<file path="src/tsrl_defines.vh">
// Pointer map, field masks, reset values and identity codes of the temperature register bank
`ifndef TSRL_DEFINES_VH
`define TSRL_DEFINES_VH

// ----------------------------------------
// Read pointers
// ----------------------------------------
`define TSRL_RD_LT_MSB 8'h00
`define TSRL_RD_RT_MSB 8'h01
`define TSRL_RD_STATUS 8'h02
`define TSRL_RD_CFG 8'h03
`define TSRL_RD_RATE 8'h04
`define TSRL_RD_LUB_MSB 8'h05
`define TSRL_RD_LLB_MSB 8'h06
`define TSRL_RD_RUB_MSB 8'h07
`define TSRL_RD_RLB_MSB 8'h08
`define TSRL_RD_RT_LSB 8'h10
`define TSRL_RD_LT_LSB 8'h15
`define TSRL_RD_MAKER 8'hFE
`define TSRL_RD_PART 8'hFF

// ----------------------------------------
// Write pointers
// ----------------------------------------
`define TSRL_WR_CFG 8'h09
`define TSRL_WR_RATE 8'h0A
`define TSRL_WR_LUB_MSB 8'h0B
`define TSRL_WR_LLB_MSB 8'h0C
`define TSRL_WR_RUB_MSB 8'h0D
`define TSRL_WR_RLB_MSB 8'h0E
`define TSRL_WR_ONESHOT 8'h0F

// ----------------------------------------
// Pointers shared by read and write
// ----------------------------------------
`define TSRL_RUB_LSB 8'h13
`define TSRL_RLB_LSB 8'h14
`define TSRL_LUB_LSB 8'h16
`define TSRL_LLB_LSB 8'h17
`define TSRL_RCRIT 8'h19
`define TSRL_RES 8'h1A
`define TSRL_LCRIT 8'h20
`define TSRL_HYST 8'h21
`define TSRL_FCNT 8'h22

// ----------------------------------------
// Reset values and field layout
// ----------------------------------------
`define TSRL_PTR_RST 8'h00
`define TSRL_TEMP_RST 12'h000
`define TSRL_UB_RST 12'h550
`define TSRL_LB_RST 12'h000
`define TSRL_CRIT_RST 8'h55
`define TSRL_HYST_RST 8'h0A
`define TSRL_CFG_RST 8'h00
`define TSRL_RATE_RST 4'h8
`define TSRL_RES_RST 2'h0
`define TSRL_FCNT_RST 8'h80
`define TSRL_CFG_MASK 8'hE4
`define TSRL_FCNT_MASK 8'h8E
`define TSRL_RES_FIXED 6'h07
`define TSRL_RANGE_BIT 2
`define TSRL_EXT_OFFSET 10'h040
`define TSRL_STD_MAX 8'h7F
`define TSRL_EXT_MAX 8'hFF
`define TSRL_MAKER_ID 8'hA0
`define TSRL_PART_ID 8'h0B

`endif

</file>
<file path="src/tsrl_regs.v">
// Pointer-addressed result, limit and setting registers of a two-channel temperature monitor
`timescale 1ns/10ps
`include "tsrl_defines.vh"

module tsrl_regs (
    // Clock and reset
    input wire mclk,
    input wire reset,
    // Byte interface from the two-wire protocol engine
    input wire ptr_load,
    input wire [7:0] ptr_byte,
    input wire wr_stb,
    input wire [7:0] wr_byte,
    input wire rd_stb,
    output reg [7:0] rd_byte,
    output reg rd_ack,
    input wire xfer_end,
    // Converter side
    input wire conv_done,
    input wire [12:0] local_raw,
    input wire [12:0] remote_raw,
    input wire [7:0] status_bits,
    output reg status_rd,
    output reg one_shot,
    // Stored values for the comparators and the converter
    output reg [11:0] local_reading_bits,
    output reg [11:0] remote_reading_bits,
    output reg [11:0] local_upper_bound_bits,
    output reg [11:0] local_lower_bound_bits,
    output reg [11:0] remote_upper_bound_bits,
    output reg [11:0] remote_lower_bound_bits,
    output reg [7:0] local_critical_bits,
    output reg [7:0] remote_critical_bits,
    output reg [7:0] critical_hysteresis_bits,
    output reg [7:0] device_config,
    output reg [3:0] sample_rate_select,
    output reg local_fraction_sel_hi,
    output reg local_fraction_sel_lo,
    output reg [7:0] fault_count_setting
);

    // ----------------------------------------
    // Overview
    // ----------------------------------------
    // The protocol engine hands over whole bytes. A write command starts with the
    // pointer byte and may carry data bytes after it. A read command uses the pointer
    // that the last write command left behind.
    // Within one command the first data byte goes to the register the pointer names. Every later
    // byte goes to the low half of the register pair when the pointer names one.
    // The pointer is never incremented, so a longer burst keeps hitting that low half.
    // Upper and lower limits are kept as twelve bits: the integer byte on top and the upper nibble
    // of the low byte below it. The unused low nibble always reads as zero.
    // Results are kept in the same way. The stored byte is already clamped to the
    // range format that was selected when the conversion landed.
    // The low-byte snapshot is what keeps a high/low read pair coherent. It is only
    // released by a read of some other register, never by a write, because a host
    // has to write the pointer before every read.
    // Reads never disturb stored data. Only the status read is signalled outward,
    // so that the flag logic outside can clear its latched bits.

    // ----------------------------------------
    // Transfer state
    // ----------------------------------------
    reg [7:0] ptr;
    reg rd_second;
    reg wr_second;
    reg [3:0] shadow_lsb;
    reg shadow_valid;
    reg shadow_remote;

    wire [7:0] rd_addr;
    wire [7:0] wr_addr;
    wire ext_range;
    wire rd_is_lt_msb;
    wire rd_is_rt_msb;
    wire rd_is_lt_lsb;
    wire rd_is_rt_lsb;
    reg [7:0] rd_mux;
    reg [3:0] frac_mask;

    // ----------------------------------------
    // Second-byte address of a register pair
    // ----------------------------------------
    // Read and write pointers of the pairs never collide, so one table serves both.
    // Pointers that are not the upper half of a pair map to themselves; a burst at
    // such a pointer therefore reads or writes the same register again.
    function [7:0] pair_lsb;
        input [7:0] a;
        begin
            case (a)
                `TSRL_RD_LT_MSB: pair_lsb = `TSRL_RD_LT_LSB;
                `TSRL_RD_RT_MSB: pair_lsb = `TSRL_RD_RT_LSB;
                `TSRL_RD_LUB_MSB: pair_lsb = `TSRL_LUB_LSB;
                `TSRL_RD_LLB_MSB: pair_lsb = `TSRL_LLB_LSB;
                `TSRL_RD_RUB_MSB: pair_lsb = `TSRL_RUB_LSB;
                `TSRL_RD_RLB_MSB: pair_lsb = `TSRL_RLB_LSB;
                `TSRL_WR_LUB_MSB: pair_lsb = `TSRL_LUB_LSB;
                `TSRL_WR_LLB_MSB: pair_lsb = `TSRL_LLB_LSB;
                `TSRL_WR_RUB_MSB: pair_lsb = `TSRL_RUB_LSB;
                `TSRL_WR_RLB_MSB: pair_lsb = `TSRL_RLB_LSB;
                default: pair_lsb = a;
            endcase
        end
    endfunction

    // ----------------------------------------
    // Integer byte of a conversion result
    // ----------------------------------------
    // Raw input is signed, 1/16 degree per step; out-of-range values saturate.
    // The standard format cannot show anything below zero or above 127.
    // The extended format adds a fixed offset so that negative readings fit,
    // and it saturates at the top of the byte.
    // The fraction nibble is never clamped; only the integer byte is.
    function [7:0] fmt_msb;
        input [12:0] raw;
        input ext;
        reg [9:0] t;
        begin
            t = {raw[12], raw[12:4]};
            if (ext) begin
                t = t + `TSRL_EXT_OFFSET;
            end
            if (t[9]) begin
                fmt_msb = 8'h00;
            end else if (ext && t[8]) begin
                fmt_msb = `TSRL_EXT_MAX;
            end else if (!ext && (t[8] || t[7])) begin
                fmt_msb = `TSRL_STD_MAX;
            end else begin
                fmt_msb = t[7:0];
            end
        end
    endfunction

    assign ext_range = device_config[`TSRL_RANGE_BIT];
    assign rd_addr = rd_second ? pair_lsb(ptr) : ptr;
    assign wr_addr = wr_second ? pair_lsb(ptr) : ptr;
    assign rd_is_lt_msb = (rd_addr == `TSRL_RD_LT_MSB);
    assign rd_is_rt_msb = (rd_addr == `TSRL_RD_RT_MSB);
    assign rd_is_lt_lsb = (rd_addr == `TSRL_RD_LT_LSB);
    assign rd_is_rt_lsb = (rd_addr == `TSRL_RD_RT_LSB);

    // ----------------------------------------
    // Local fraction resolution
    // ----------------------------------------
    // Coarser settings drop the finer fraction bits at store time, so a
    // later change of resolution does not alter results already stored.
    // The remote channel has no such setting.
    always @* begin
        case ({local_fraction_sel_hi, local_fraction_sel_lo})
            2'h0: frac_mask = 4'h8;
            2'h1: frac_mask = 4'hC;
            2'h2: frac_mask = 4'hE;
            default: frac_mask = 4'hF;
        endcase
    end

    // ----------------------------------------
    // Read data selection
    // ----------------------------------------
    // Write-only and unmapped pointers read as zero.
    // The low result bytes prefer the snapshot of their own channel; the live
    // nibble is shown when the snapshot is invalid or belongs to the other channel.
    always @* begin
        case (rd_addr)
            `TSRL_RD_LT_MSB: rd_mux = local_reading_bits[11:4];
            `TSRL_RD_RT_MSB: rd_mux = remote_reading_bits[11:4];
            `TSRL_RD_LT_LSB: begin
                if (shadow_valid && !shadow_remote) begin
                    rd_mux = {shadow_lsb, 4'h0};
                end else begin
                    rd_mux = {local_reading_bits[3:0], 4'h0};
                end
            end
            `TSRL_RD_RT_LSB: begin
                if (shadow_valid && shadow_remote) begin
                    rd_mux = {shadow_lsb, 4'h0};
                end else begin
                    rd_mux = {remote_reading_bits[3:0], 4'h0};
                end
            end
            `TSRL_RD_STATUS: rd_mux = status_bits;
            `TSRL_RD_CFG: rd_mux = device_config;
            `TSRL_RD_RATE: rd_mux = {4'h0, sample_rate_select};
            `TSRL_RD_LUB_MSB: rd_mux = local_upper_bound_bits[11:4];
            `TSRL_RD_LLB_MSB: rd_mux = local_lower_bound_bits[11:4];
            `TSRL_RD_RUB_MSB: rd_mux = remote_upper_bound_bits[11:4];
            `TSRL_RD_RLB_MSB: rd_mux = remote_lower_bound_bits[11:4];
            `TSRL_LUB_LSB: rd_mux = {local_upper_bound_bits[3:0], 4'h0};
            `TSRL_LLB_LSB: rd_mux = {local_lower_bound_bits[3:0], 4'h0};
            `TSRL_RUB_LSB: rd_mux = {remote_upper_bound_bits[3:0], 4'h0};
            `TSRL_RLB_LSB: rd_mux = {remote_lower_bound_bits[3:0], 4'h0};
            `TSRL_RCRIT: rd_mux = remote_critical_bits;
            `TSRL_LCRIT: rd_mux = local_critical_bits;
            `TSRL_HYST: rd_mux = critical_hysteresis_bits;
            `TSRL_RES: rd_mux = {`TSRL_RES_FIXED, local_fraction_sel_hi, local_fraction_sel_lo};
            `TSRL_FCNT: rd_mux = fault_count_setting;
            `TSRL_RD_MAKER: rd_mux = `TSRL_MAKER_ID;
            `TSRL_RD_PART: rd_mux = `TSRL_PART_ID;
            default: rd_mux = 8'h00;
        endcase
    end

    // ----------------------------------------
    // Pointer and byte position in a transfer
    // ----------------------------------------
    // The byte position is cleared both by a new pointer and by the end of a
    // command, so a read that follows a write starts again at the pointer.
    always @(posedge mclk) begin
        if (reset) begin
            ptr <= `TSRL_PTR_RST;
            rd_second <= 1'b0;
            wr_second <= 1'b0;
        end else begin
            if (ptr_load) begin
                ptr <= ptr_byte;
            end
            if (ptr_load || xfer_end) begin
                rd_second <= 1'b0;
                wr_second <= 1'b0;
            end else begin
                if (rd_stb) begin
                    rd_second <= 1'b1;
                end
                if (wr_stb) begin
                    wr_second <= 1'b1;
                end
            end
        end
    end

    // ----------------------------------------
    // Read answer and low-byte snapshot
    // ----------------------------------------
    // The snapshot is taken from the stored low nibble in the same edge the high byte
    // is answered, so a conversion landing in between cannot tear the pair.
    // A low-byte read of the same channel keeps the snapshot, so that the low
    // byte may be read again with the same result.
    always @(posedge mclk) begin
        if (reset) begin
            rd_byte <= 8'h00;
            rd_ack <= 1'b0;
            status_rd <= 1'b0;
            shadow_lsb <= 4'h0;
            shadow_valid <= 1'b0;
            shadow_remote <= 1'b0;
        end else begin
            rd_ack <= rd_stb;
            status_rd <= rd_stb && (rd_addr == `TSRL_RD_STATUS);
            if (rd_stb) begin
                rd_byte <= rd_mux;
                if (rd_is_lt_msb) begin
                    shadow_lsb <= local_reading_bits[3:0];
                    shadow_valid <= 1'b1;
                    shadow_remote <= 1'b0;
                end else if (rd_is_rt_msb) begin
                    shadow_lsb <= remote_reading_bits[3:0];
                    shadow_valid <= 1'b1;
                    shadow_remote <= 1'b1;
                end else if (rd_is_lt_lsb && !shadow_remote) begin
                    shadow_valid <= shadow_valid;
                end else if (rd_is_rt_lsb && shadow_remote) begin
                    shadow_valid <= shadow_valid;
                end else begin
                    shadow_valid <= 1'b0;
                end
            end
        end
    end

    // ----------------------------------------
    // Conversion results
    // ----------------------------------------
    // Stored results follow the range bit at the moment of each conversion.
    // Results stored before a range change keep their old format until the
    // next conversion overwrites them.
    always @(posedge mclk) begin
        if (reset) begin
            local_reading_bits <= `TSRL_TEMP_RST;
            remote_reading_bits <= `TSRL_TEMP_RST;
        end else if (conv_done) begin
            local_reading_bits[11:4] <= fmt_msb(local_raw, ext_range);
            local_reading_bits[3:0] <= local_raw[3:0] & frac_mask;
            remote_reading_bits[11:4] <= fmt_msb(remote_raw, ext_range);
            remote_reading_bits[3:0] <= remote_raw[3:0];
        end
    end

    // ----------------------------------------
    // Host-written registers
    // ----------------------------------------
    // A range change leaves every limit untouched; software rewrites them itself.
    // Writes to read-only or unmapped pointers are dropped without any sign.
    // Reserved bits of the setting registers are masked off at write time.
    always @(posedge mclk) begin
        if (reset) begin
            local_upper_bound_bits <= `TSRL_UB_RST;
            remote_upper_bound_bits <= `TSRL_UB_RST;
            local_lower_bound_bits <= `TSRL_LB_RST;
            remote_lower_bound_bits <= `TSRL_LB_RST;
            local_critical_bits <= `TSRL_CRIT_RST;
            remote_critical_bits <= `TSRL_CRIT_RST;
            critical_hysteresis_bits <= `TSRL_HYST_RST;
            device_config <= `TSRL_CFG_RST;
            sample_rate_select <= `TSRL_RATE_RST;
            {local_fraction_sel_hi, local_fraction_sel_lo} <= `TSRL_RES_RST;
            fault_count_setting <= `TSRL_FCNT_RST;
            one_shot <= 1'b0;
        end else begin
            one_shot <= wr_stb && (wr_addr == `TSRL_WR_ONESHOT);
            if (wr_stb) begin
                case (wr_addr)
                    `TSRL_WR_CFG: device_config <= wr_byte & `TSRL_CFG_MASK;
                    `TSRL_WR_RATE: sample_rate_select <= wr_byte[3:0];
                    `TSRL_WR_LUB_MSB: local_upper_bound_bits[11:4] <= wr_byte;
                    `TSRL_WR_LLB_MSB: local_lower_bound_bits[11:4] <= wr_byte;
                    `TSRL_WR_RUB_MSB: remote_upper_bound_bits[11:4] <= wr_byte;
                    `TSRL_WR_RLB_MSB: remote_lower_bound_bits[11:4] <= wr_byte;
                    `TSRL_LUB_LSB: local_upper_bound_bits[3:0] <= wr_byte[7:4];
                    `TSRL_LLB_LSB: local_lower_bound_bits[3:0] <= wr_byte[7:4];
                    `TSRL_RUB_LSB: remote_upper_bound_bits[3:0] <= wr_byte[7:4];
                    `TSRL_RLB_LSB: remote_lower_bound_bits[3:0] <= wr_byte[7:4];
                    `TSRL_RCRIT: remote_critical_bits <= wr_byte;
                    `TSRL_LCRIT: local_critical_bits <= wr_byte;
                    `TSRL_HYST: critical_hysteresis_bits <= wr_byte;
                    `TSRL_RES: {local_fraction_sel_hi, local_fraction_sel_lo} <= wr_byte[1:0];
                    `TSRL_FCNT: fault_count_setting <= wr_byte & `TSRL_FCNT_MASK;
                    default: device_config <= device_config;
                endcase
            end
        end
    end

endmodule

</file>
<file path="config.mk">
export PLATFORM = sky130hd
export DESIGN_NAME = tsrl_regs
export DESIGN_NICKNAME = d
export VERILOG_FILES = /design/src/tsrl_regs.v
export VERILOG_INCLUDE_DIRS = /design/src
export SDC_FILE = /design/constraint.sdc
export NUM_CORES = 1
export LEC_CHECK = 0
export BUFFER_PORTS_ARGS = -buffer_cell sky130_fd_sc_hd__buf_2
export CORE_MARGIN = 2
export CORE_UTILIZATION = 45
export DETAILED_ROUTE_END_ITERATION = 7
export PLACE_DENSITY = 0.7
export SYNTH_ARGS = -nofsm -noshare
export SYNTH_HDL_FRONTEND = slang
export SYNTH_SLANG_ARGS = --single-unit
</file>
<file path="constraint.sdc">
create_clock -name mclk -period 8.1 [get_ports mclk]
set_clock_uncertainty 0.15 [all_clocks]
set_input_delay 1.62 -clock mclk [delete_from_list [all_inputs] [get_ports mclk]]
set_output_delay 1.62 -clock mclk [all_outputs]
set_load 0.02 [all_outputs]
</file>
After elaboration in Yosys (flattened, before gate mapping):

Index checks and enable logic that the tools add are counted.

* flip-flop bits (word level): 137
* input bits: 57
* output and inout bits: 129
* word-level logic and storage cells: 149

* add/subtract/negate cells: 2
* equal/unequal tests: 50
* mux-type cells: 27
* bitwise gates (word level): 1
* reduce and logical (&&, ||, !) cells: 41

Operators by type and width (count)
* case mux 8 bit (22 select lines): 1
* equality test 8 x 5 -> 1 bit, second input constant: 14
* equality test 8 x 4 -> 1 bit, second input constant: 13
* two-way mux 8 bit: 10
* two-way mux 10 bit: 6
* equality test 8 x 3 -> 1 bit, second input constant: 7
* equality test 8 x 6 -> 1 bit, second input constant: 6
* case mux 8 bit (6 select lines): 1
* AND reduction 2 bit: 16
* adder 9 x 8 -> 10 bit, second input constant: 2
* equality test 8 x 1 -> 1 bit, second input constant: 2
* equality test 8 x 2 -> 1 bit, second input constant: 2
* equality test 8 bit, second input constant: 2
* logical NOT 8 bit: 2
* logical AND 1 bit: 10
* OR reduction 2 bit: 5
* case mux 3 bit (3 select lines): 1
* two-way mux 4 bit: 2
* two-way mux 1 bit: 6
* inequality test 3 bit, second input constant: 2
* AND 4 bit: 1
* logical OR 1 bit: 3
* AND reduction 3 bit: 1
* equality test 2 x 1 -> 1 bit, second input constant: 1
* other kinds (4): 5

Depth between registers and ports, before layout:

Gate-level depths: netlist (run 1).

* word-level depth: 10
* gate-level depth with buffers: 10
* mapped depth without buffers: 6

Worst setup path after synthesis (run 1):

Ideal clock, no wire load.

* path type: input port to flip-flop
* start: input wr_stb
* end: register local_critical_bits[2]
* arrival time: 3.041 ns
* data required time: 7.821 ns
* setup slack: 4.779 ns
* stages on the path: 7
* path buffers: 1
* cells stage by stage: clkbuf_1 -> inv_1 -> nor3_1 -> nand4_1 -> a211oi_4 -> mux2i_1 -> nand2_1

* cells in the longest elaborated chain, start to end: 1

Ends and longest elaborated chain
* start: declaration: line tsrl_regs.v:12 `input wire wr_stb,`
* AND reduction 2 bit (no source line)
* end signal: assignment: line tsrl_regs.v:301 `` local_critical_bits <= `TSRL_CRIT_RST; ``
* end signal: assignment: line tsrl_regs.v:324 `` `TSRL_LCRIT: local_critical_bits <= wr_byte; ``
* end: declaration: line tsrl_regs.v:32 `output reg [7:0] local_critical_bits,`

Every way passes these cells.
A chain may end at the register's enable or synchronous reset.

Final worst setup path (run 1):

* start: input wr_stb
* end: register local_upper_bound_bits[11]

* cells in the longest elaborated chain, start to end: 1

Ends and longest elaborated chain
* AND reduction 2 bit (no source line)
* end signal: assignment: line tsrl_regs.v:297 `` local_upper_bound_bits <= `TSRL_UB_RST; ``
* end signal: assignment: line tsrl_regs.v:315 `` `TSRL_WR_LUB_MSB: local_upper_bound_bits[11:4] <= wr_byte; ``
* end: declaration: line tsrl_regs.v:28 `output reg [11:0] local_upper_bound_bits,`

Every way passes these cells.

==> metrics, run 1 <==
most used cell, CP=nor2_1; top cell type by total area after synthesis=dfxtp_1; switch share=26.37%; Worst VDD drop=0.1546 mV; Yosys cell types=72; nets@finish=1029; crit path cell chain=buf_2, nand2_1, nor2_1, nand3_1, mux2i_1, nor2_1; Vias=7225; total power=0.001675 W; slowest stage delay, CP=590 ps; Setup TNS=0 ps; Tot GR Track Use=30.28%; Layout area overhead=20.98%; Die ar.=16910 um^2; antenna violations before repair=0; Syn Inst Count=835; clock power share=45.9%; leakage power=3.808 nW; Slew Limit Headroom=18.43%; Reg clk slew, reported paths=50 ps; CTS tree=done; # Post-CTS Setup Buffers=0; area share of the largest cell type after synthesis=38.36%; Area contributors post-synth=dfxtp_1 38%, mux2i_1 16%, nor2_1 6.1%, nand2_1 3.7%, a21oi_1 3.2%; YS warnings=0; I/O Buffers=177; crit path launch type=primary input; Top FF cell, synth=dfxtp_1; run status=completed; CTS Buf Count=17; Min-Delay Path Class=reg -> reg; hpwl dp=18.27 mm; Max Freq=298.6 MHz; Worst Max-Slew Pin Slew=1220 ps; Int Power=0.001234 W; wirelength, routed=26.07 mm; crit end category=flip-flop; Required @ worst endpoint=8230 ps; wire per inst=21.76 um; post-CTS sizing=0; CP Max Fanout=11; power share of the combinational group=12.1%; FP Rows=46; final setup violating endpoints=0; DR DRC count=0; Die X=130.0 um; Clk Latency, worst-skew pair=420 ps; Avg Cell Area, Syn=8.562 um^2; Max-Cap Viols=0; largest net degree at the start of global routing=78; Core ar.=15710 um^2; synthesized area=7149 um^2; post-route ant nets=0; NetSw=0.0004418 W; Initial Util=45.50%; hold_ws=333.0 ps; Arrival @ worst endpoint=3480 ps; Tmin final=3349 ps; hold_buf cts=0; CTS HTree Levels=4; First-pass DRT Iterations=6; fraction of layout cells with a size suffix above 1=24.64%; clk sink count=137; RSZ-0062 raised after global routing=false; clk buf depth=2; Initial DRC Count=847; first-pass GRT wire length=38.43 mm; P per Cell Area=193.7 nW/um^2; vias in the first global route=6545; number of I/O pins=186; gr ovfl total=0; crit path kind=in -> reg; FFs w/ async S/R, synth=0%; Die Height=130.0 um; Final Hold Fails=0; #FFs+latches synth=137; Reg power frac=41.9%; CTS root buffer=clkbuf_16; period utilisation layout=41.35%; Final Max Slew Viols=0; Post-synth EDFFs=0; Seq/Total Area, Yosys=38.36%; ANT cells=0; Vias per Instance=6.031; GPL Wtd Cong=1.004; Slowest-stage cell, CP=nor2_1
[worst paths after layout]
check	from	to	slack (ps)	cells past startpoint
setup / recovery	wr_stb	local_upper_bound_bits[11]$_SDFFE_PP0P_	4750	6
hold / removal	sample_rate_select[2]$_SDFFE_PP0P_	sample_rate_select[2]$_SDFFE_PP0P_	330	2
setup reg to reg	ptr[1]$_SDFFE_PP0P_	remote_upper_bound_bits[5]$_SDFFE_PP0P_	4840	7
hold reg to reg	sample_rate_select[2]$_SDFFE_PP0P_	sample_rate_select[2]$_SDFFE_PP0P_	330	2
[metal layers]
metal  track usage [%]  part of all wire (%)  vias up
li1                  -                     -     3266
met1             39.74                    40     3440
met2             47.27                    46      443
met3             7.708                    10       76
met4             13.28                   3.7        0
met5                 0                     0        -
[area by class of cell]
type / instances / area, um^2
fillers: 1509 / 7063
multi-input cells: 620 / 4065
flip-flops and latches: 137 / 2745
repair buffers: 186 / 955.9
clock buffers: 24 / 491.7
well taps: 216 / 270.3
clock inverters: 7 / 91.34
inverters: 8 / 30.03
[cell usage after synthesis, drive strengths merged (4+ instances only)]
cell	count
dfxtp	137
nor2	117
mux2i	112
nand2	71
a21oi	45
clkbuf	44
buf	33
o21ai	33
nand3	25
nor3	22
and3	17
a211oi	14
nand4	13
mux2	11
a32oi	10
nor2b	10
a22oi	8
a311oi	8
nand2b	8
a221oi	5
a32o	5
inv	5
o211ai	5
nor4	4
nor4b	4
[placed cells by master, fill, tap and decap left out, drive strengths merged, types with 4 or more instances in the layout]
| cell type | netlist | routed |
|---|---|---|
| a32o | 5 | 5 |
| o211ai | 5 | 5 |
| a311oi | 8 | 8 |
| conb | 1 | 8 |
| nor4 | 4 | 4 |
| a21oi | 45 | 45 |
| a32oi | 10 | 10 |
| nor2 | 117 | 117 |
| nor2b | 10 | 10 |
| buf | 33 | 186 |
| dfxtp | 137 | 137 |
| clkinv | 3 | 7 |
| nand4 | 13 | 13 |
| inv | 5 | 5 |
| nand2 | 71 | 71 |
| clkbuf | 44 | 24 |
| a22oi | 8 | 8 |
| nor4b | 4 | 4 |
| o21ai | 33 | 33 |
| a211oi | 14 | 14 |
| nand2b | 8 | 8 |
| nor3 | 22 | 22 |
| and3 | 17 | 17 |
| mux2 | 11 | 11 |
| a221oi | 5 | 5 |
| nand3 | 25 | 25 |
| mux2i | 112 | 112 |
[critical path, delay by kind of cell]
family	cells	cell delay, ps
buffers and inverters	1	200
AND/OR/NAND/NOR	4	1350
multiplexers	1	300
[stage by stage]
| step | setup WS, ps | instances | cell area [um^2] | util, % |
|---|---|---|---|---|
| floorplan | 4779 | 842 | 7176 | - |
| global placement | 4451 | 1167 | 8066 | 51.34 |
| detailed placement | 4405 | 1167 | 8066 | 51.34 |
| CTS | 4835 | 1198 | 8650 | 55.05 |
| global route | 4638 | 1198 | 8650 | 55.05 |
| finish | 4751 | 1198 | 8650 | 55.05 |
[state kept, by name, indices dropped and copies added, names as in the netlist, 8 cells and up]
signal / count
local_lower_bound_bits: 12
local_reading_bits: 12
local_upper_bound_bits: 12
remote_lower_bound_bits: 12
remote_reading_bits: 12
remote_upper_bound_bits: 12
critical_hysteresis_bits: 8
local_critical_bits: 8
ptr: 8
rd_byte: 8
remote_critical_bits: 8
[power groups by stage]
stage | logic (W) | clock network [W] | registers, W
after floorplan | 0.000124 | 0 | 0.000721
after global placement | 0.000197 | 0 | 0.000716
after detailed placement | 0.000197 | 0 | 0.000716
after CTS | 0.000198 | 0.000779 | 0.000702
after global routing | 0.000214 | 0.000809 | 0.000704
final | 0.000203 | 0.000770 | 0.000702
[cells by family (layout without fill, tap and decap cells)]
logic type                 after synthesis  in the layout  synth area share [%]
AOI/OAI and AO/OA                      172            172                 16.99
xor gates and xnor gates                 4              4                0.4901
adders and majority gates                2              2                0.3500
buffers and inverters                   85            225                 5.320
DFF                                    137            137                 38.36
muxes                                  123            123                 17.41
other                                    1              8               0.05245
and+or+nand+nor                        311            311                 21.02
No activity file was read; power rests on OpenSTA's default activity.
==> run 2: changes to the inputs <==
--- a/config.mk
+++ b/config.mk
@@ -6,6 +6,7 @@
 export SDC_FILE = /design/constraint.sdc
 export NUM_CORES = 1
 export LEC_CHECK = 0
+export ABC_AREA = 1
 export BUFFER_PORTS_ARGS = -buffer_cell sky130_fd_sc_hd__buf_2
 export CORE_MARGIN = 2
 export CORE_UTILIZATION = 45
==> constraint.sdc (replaced) <==
create_clock -name mclk -period 3.2 [get_ports mclk]
set_clock_uncertainty 0.15 [all_clocks]
set_input_delay 0.64 -clock mclk [delete_from_list [all_inputs] [get_ports mclk]]
set_output_delay 0.64 -clock mclk [all_outputs]
set_load 0.02 [all_outputs]
==> metrics, run 2 <==
met3 Resource Use GR=6.706% (was 7.708%); CTS tree=done (unchanged); fraction of layout cells with a size suffix above 1=23.71% (was 24.64%); Max-Cap Viols=0 (unchanged); global routing met1 resource utilization=41.44% (was 39.74%); CTS root buffer=clkbuf_16 (unchanged); CP Max Fanout=7 (was 11); hpwl dp=18.32 mm (was 18.27 mm); nets@finish=1186 (was 1029); Slew Limit Headroom=51.19% (was 18.43%); Final Hold Fails=0 (unchanged); power share of the combinational group=10.9% (was 12.1%); count leader, synth=nand2_1 (was dfxtp_1); run status=completed (unchanged); ANT cells=0 (unchanged); Die X=126.4 um (was 130.0 um); FP Rows=44 (was 46); crit end category=flip-flop (unchanged); CTS Buf Count=17 (unchanged); Die ar.=15980 um^2 (was 16910 um^2); dpl cells=1292 (was 1167); NetSw=0.001165 W (was 0.0004418 W); post-route ant nets=0 (unchanged); Die Height=126.4 um (was 130.0 um); GPL Wtd Cong=0.9876 (was 1.004); Arrival @ worst endpoint=3090 ps (was 3480 ps); Area contributors post-synth=dfxtp_1 41%, nand2_1 13%, a21oi_1 7.8%, o21ai_0 7.3%, nand3_1 6.5% (was dfxtp_1 38%, mux2i_1 16%, nor2_1 6.1%, nand2_1 3.7%, a21oi_1 3.2%); Syn Inst Count=959 (was 835); CTS HTree Levels=4 (unchanged); commonest non-fill, non-tap cell in the layout=nand2_1 (was buf_2); Clk Latency, worst-skew pair=430 ps (was 420 ps); DR DRC count=0 (unchanged); hold_ws=282.5 ps (was 333.0 ps); Final Max Slew Viols=0 (unchanged); post-CTS sizing=0 (unchanged); number of I/O pins=186 (unchanged); Top FF cell, synth=dfxtp_1 (unchanged); Initial DRC Count=613 (was 847); wire per inst=18.11 um (was 21.76 um); #FFs+latches synth=137 (unchanged); Post-synth EDFFs=0 (unchanged); Reg power frac=41.8% (was 41.9%); switch share=27.26% (was 26.37%); period utilisation layout=90.02%; FFs w/ async S/R, synth=0% (unchanged); Worst Max-Slew Pin Slew=724.5 ps (was 1220 ps); Initial Util=46.23% (was 45.50%); Layout area overhead=23.60% (was 20.98%); Max Freq=347.2 MHz; clk sink count=137 (unchanged); Setup TNS=0 ps (unchanged); GRT busiest layer=met2 (unchanged); clock power share=47.3% (was 45.9%); crit path launch type=flip-flop (was primary input); Int Power=0.003109 W (was 0.001234 W); Avg Cell Area, Syn=7.032 um^2 (was 8.562 um^2); final core utilization=57.14% (was 55.05%); Synth top cells by count=229 x nand2_1, 137 x dfxtp_1, 105 x a21oi_1 (was 137 x dfxtp_1, 117 x nor2_1, 112 x mux2i_1); area share of the largest cell type after synthesis=40.67% (was 38.36%); synthesized area=6744 um^2 (was 7149 um^2); wirelength, routed=23.96 mm (was 26.07 mm); internal reg-to-reg setup slack=320 ps (was 4840 ps); Core ar.=14590 um^2 (was 15710 um^2); hold_buf cts=0 (unchanged); First-pass DRT Iterations=6 (unchanged); Required @ worst endpoint=3410 ps (was 8230 ps); count of non-filler cells in the finished layout=1323 (was 1198); antenna violations before repair=0 (unchanged); Tot GR Track Use=29.65% (was 30.28%); Yosys cell types=42 (was 72); top cell type by total area after synthesis=dfxtp_1 (unchanged); Vias per Instance=5.652 (was 6.031); gr ovfl total=0 (unchanged); RSZ-0062 raised after global routing=false (unchanged); I/O Buffers=177 (unchanged); final setup violating endpoints=0 (unchanged); Min-Delay Path Class=in -> reg (was reg -> reg); clk buf depth=2 (unchanged); commonest cells after routing, fill and taps aside=229 x nand2_1, 177 x buf_2, 137 x dfxtp_1 (was 176 x buf_2, 135 x dfxtp_1, 117 x nor2_1); Vias=7478 (was 7225); vias in the first global route=6734 (was 6545); largest net degree at the start of global routing=58 (was 78); leakage power=3.974 nW (was 3.808 nW); P per Cell Area=512.8 nW/um^2 (was 193.7 nW/um^2); crit path kind=reg -> reg (was in -> reg); Reg clk slew, reported paths=60 ps (was 50 ps); Seq/Total Area, Yosys=40.67% (was 38.36%); # Post-CTS Setup Buffers=0 (unchanged); YS warnings=0 (unchanged); Tmin final=2881 ps; Worst VDD drop=0.3184 mV (was 0.1546 mV); met2 global-route usage=44.73% (was 47.27%); first-pass GRT wire length=37.11 mm (was 38.43 mm)
run 2: worst paths after layout:
| kind | from | endpoint | cells after the start |
|---|---|---|---|
| max | ptr[2]$_SDFFE_PP0P_ | rd_byte[2]$_SDFFE_PP0P_ | 15 |
| min | local_raw[3] | local_reading_bits[3]$_SDFFE_PP0P_ | 3 |
| max reg2reg | ptr[2]$_SDFFE_PP0P_ | rd_byte[2]$_SDFFE_PP0P_ | 15 |
| min reg2reg | local_reading_bits[10]$_SDFFE_PP0P_ | local_reading_bits[10]$_SDFFE_PP0P_ | 2 |
run 2: power by group through the flow:
stage                     Clock (W)  Sequential (W)  Combinational (W)
final                       0.00202         0.00179           0.000465
after global routing        0.00210         0.00179           0.000510
after CTS                   0.00202         0.00179           0.000458
after detailed placement          0         0.00182           0.000456
after global placement            0         0.00182           0.000457
after floorplan                   0         0.00184           0.000283
run 2: final cells by class:
cell class                      count  area [um^2]
Multi-Input combinational cell    715         3531
Inverter                           69        260.3
Tap cell                          184        230.2
Clock buffer                       18        429.2
Fill cell                        1445         6254
Timing Repair Buffer              187        973.4
Sequential cell                   137         2743
Clock inverter                     13        168.9
run 2: logic make-up (layout without fill, tap and decap cells):
| family | Yosys count | in the layout | synth area share, % |
|---|---|---|---|
| other | 1 | 8 | 0.05561 |
| buffers and inverters | 114 | 287 | 7.366 |
| AND/OR/NAND/NOR | 462 | 462 | 31.99 |
| flip-flops | 137 | 137 | 40.67 |
| AO/OA/AOI/OAI | 242 | 242 | 19.42 |
| XOR/XNOR | 1 | 1 | 0.1299 |
| adder cells (fa/ha/maj) | 2 | 2 | 0.3710 |
run 2: per-stage QoR:
step	power (W)	instance area (um^2)	setup slack [ps]
after floorplan	0.002126	6770	942.1
after global routing	0.004404	8335	49.96
after global placement	0.002281	7737	392.5
after CTS	0.004269	8335	379.5
after detailed placement	0.002280	7737	410.2
final	0.004274	8335	319.5
run 2: critical path, cell delays in order (launching register included):
cell     delay (ps)
dfxtp_1         470
inv_2            80
nand2_2         160
inv_1            90
nand2_1          80
nand3_1          80
nand2_1         110
nand3_4         130
nand2_2         150
nand4_1         350
nor2_2          430
nand2_1          80
and3_1          190
nand3_1          80
nand2_1          50
a21oi_1         130
run 2: per-layer routing:
layer	up-vias	routed length, um
met5	-	0
met4	0	671
met1	3452	10390
met3	55	2453
li1	3566	-
met2	405	10440
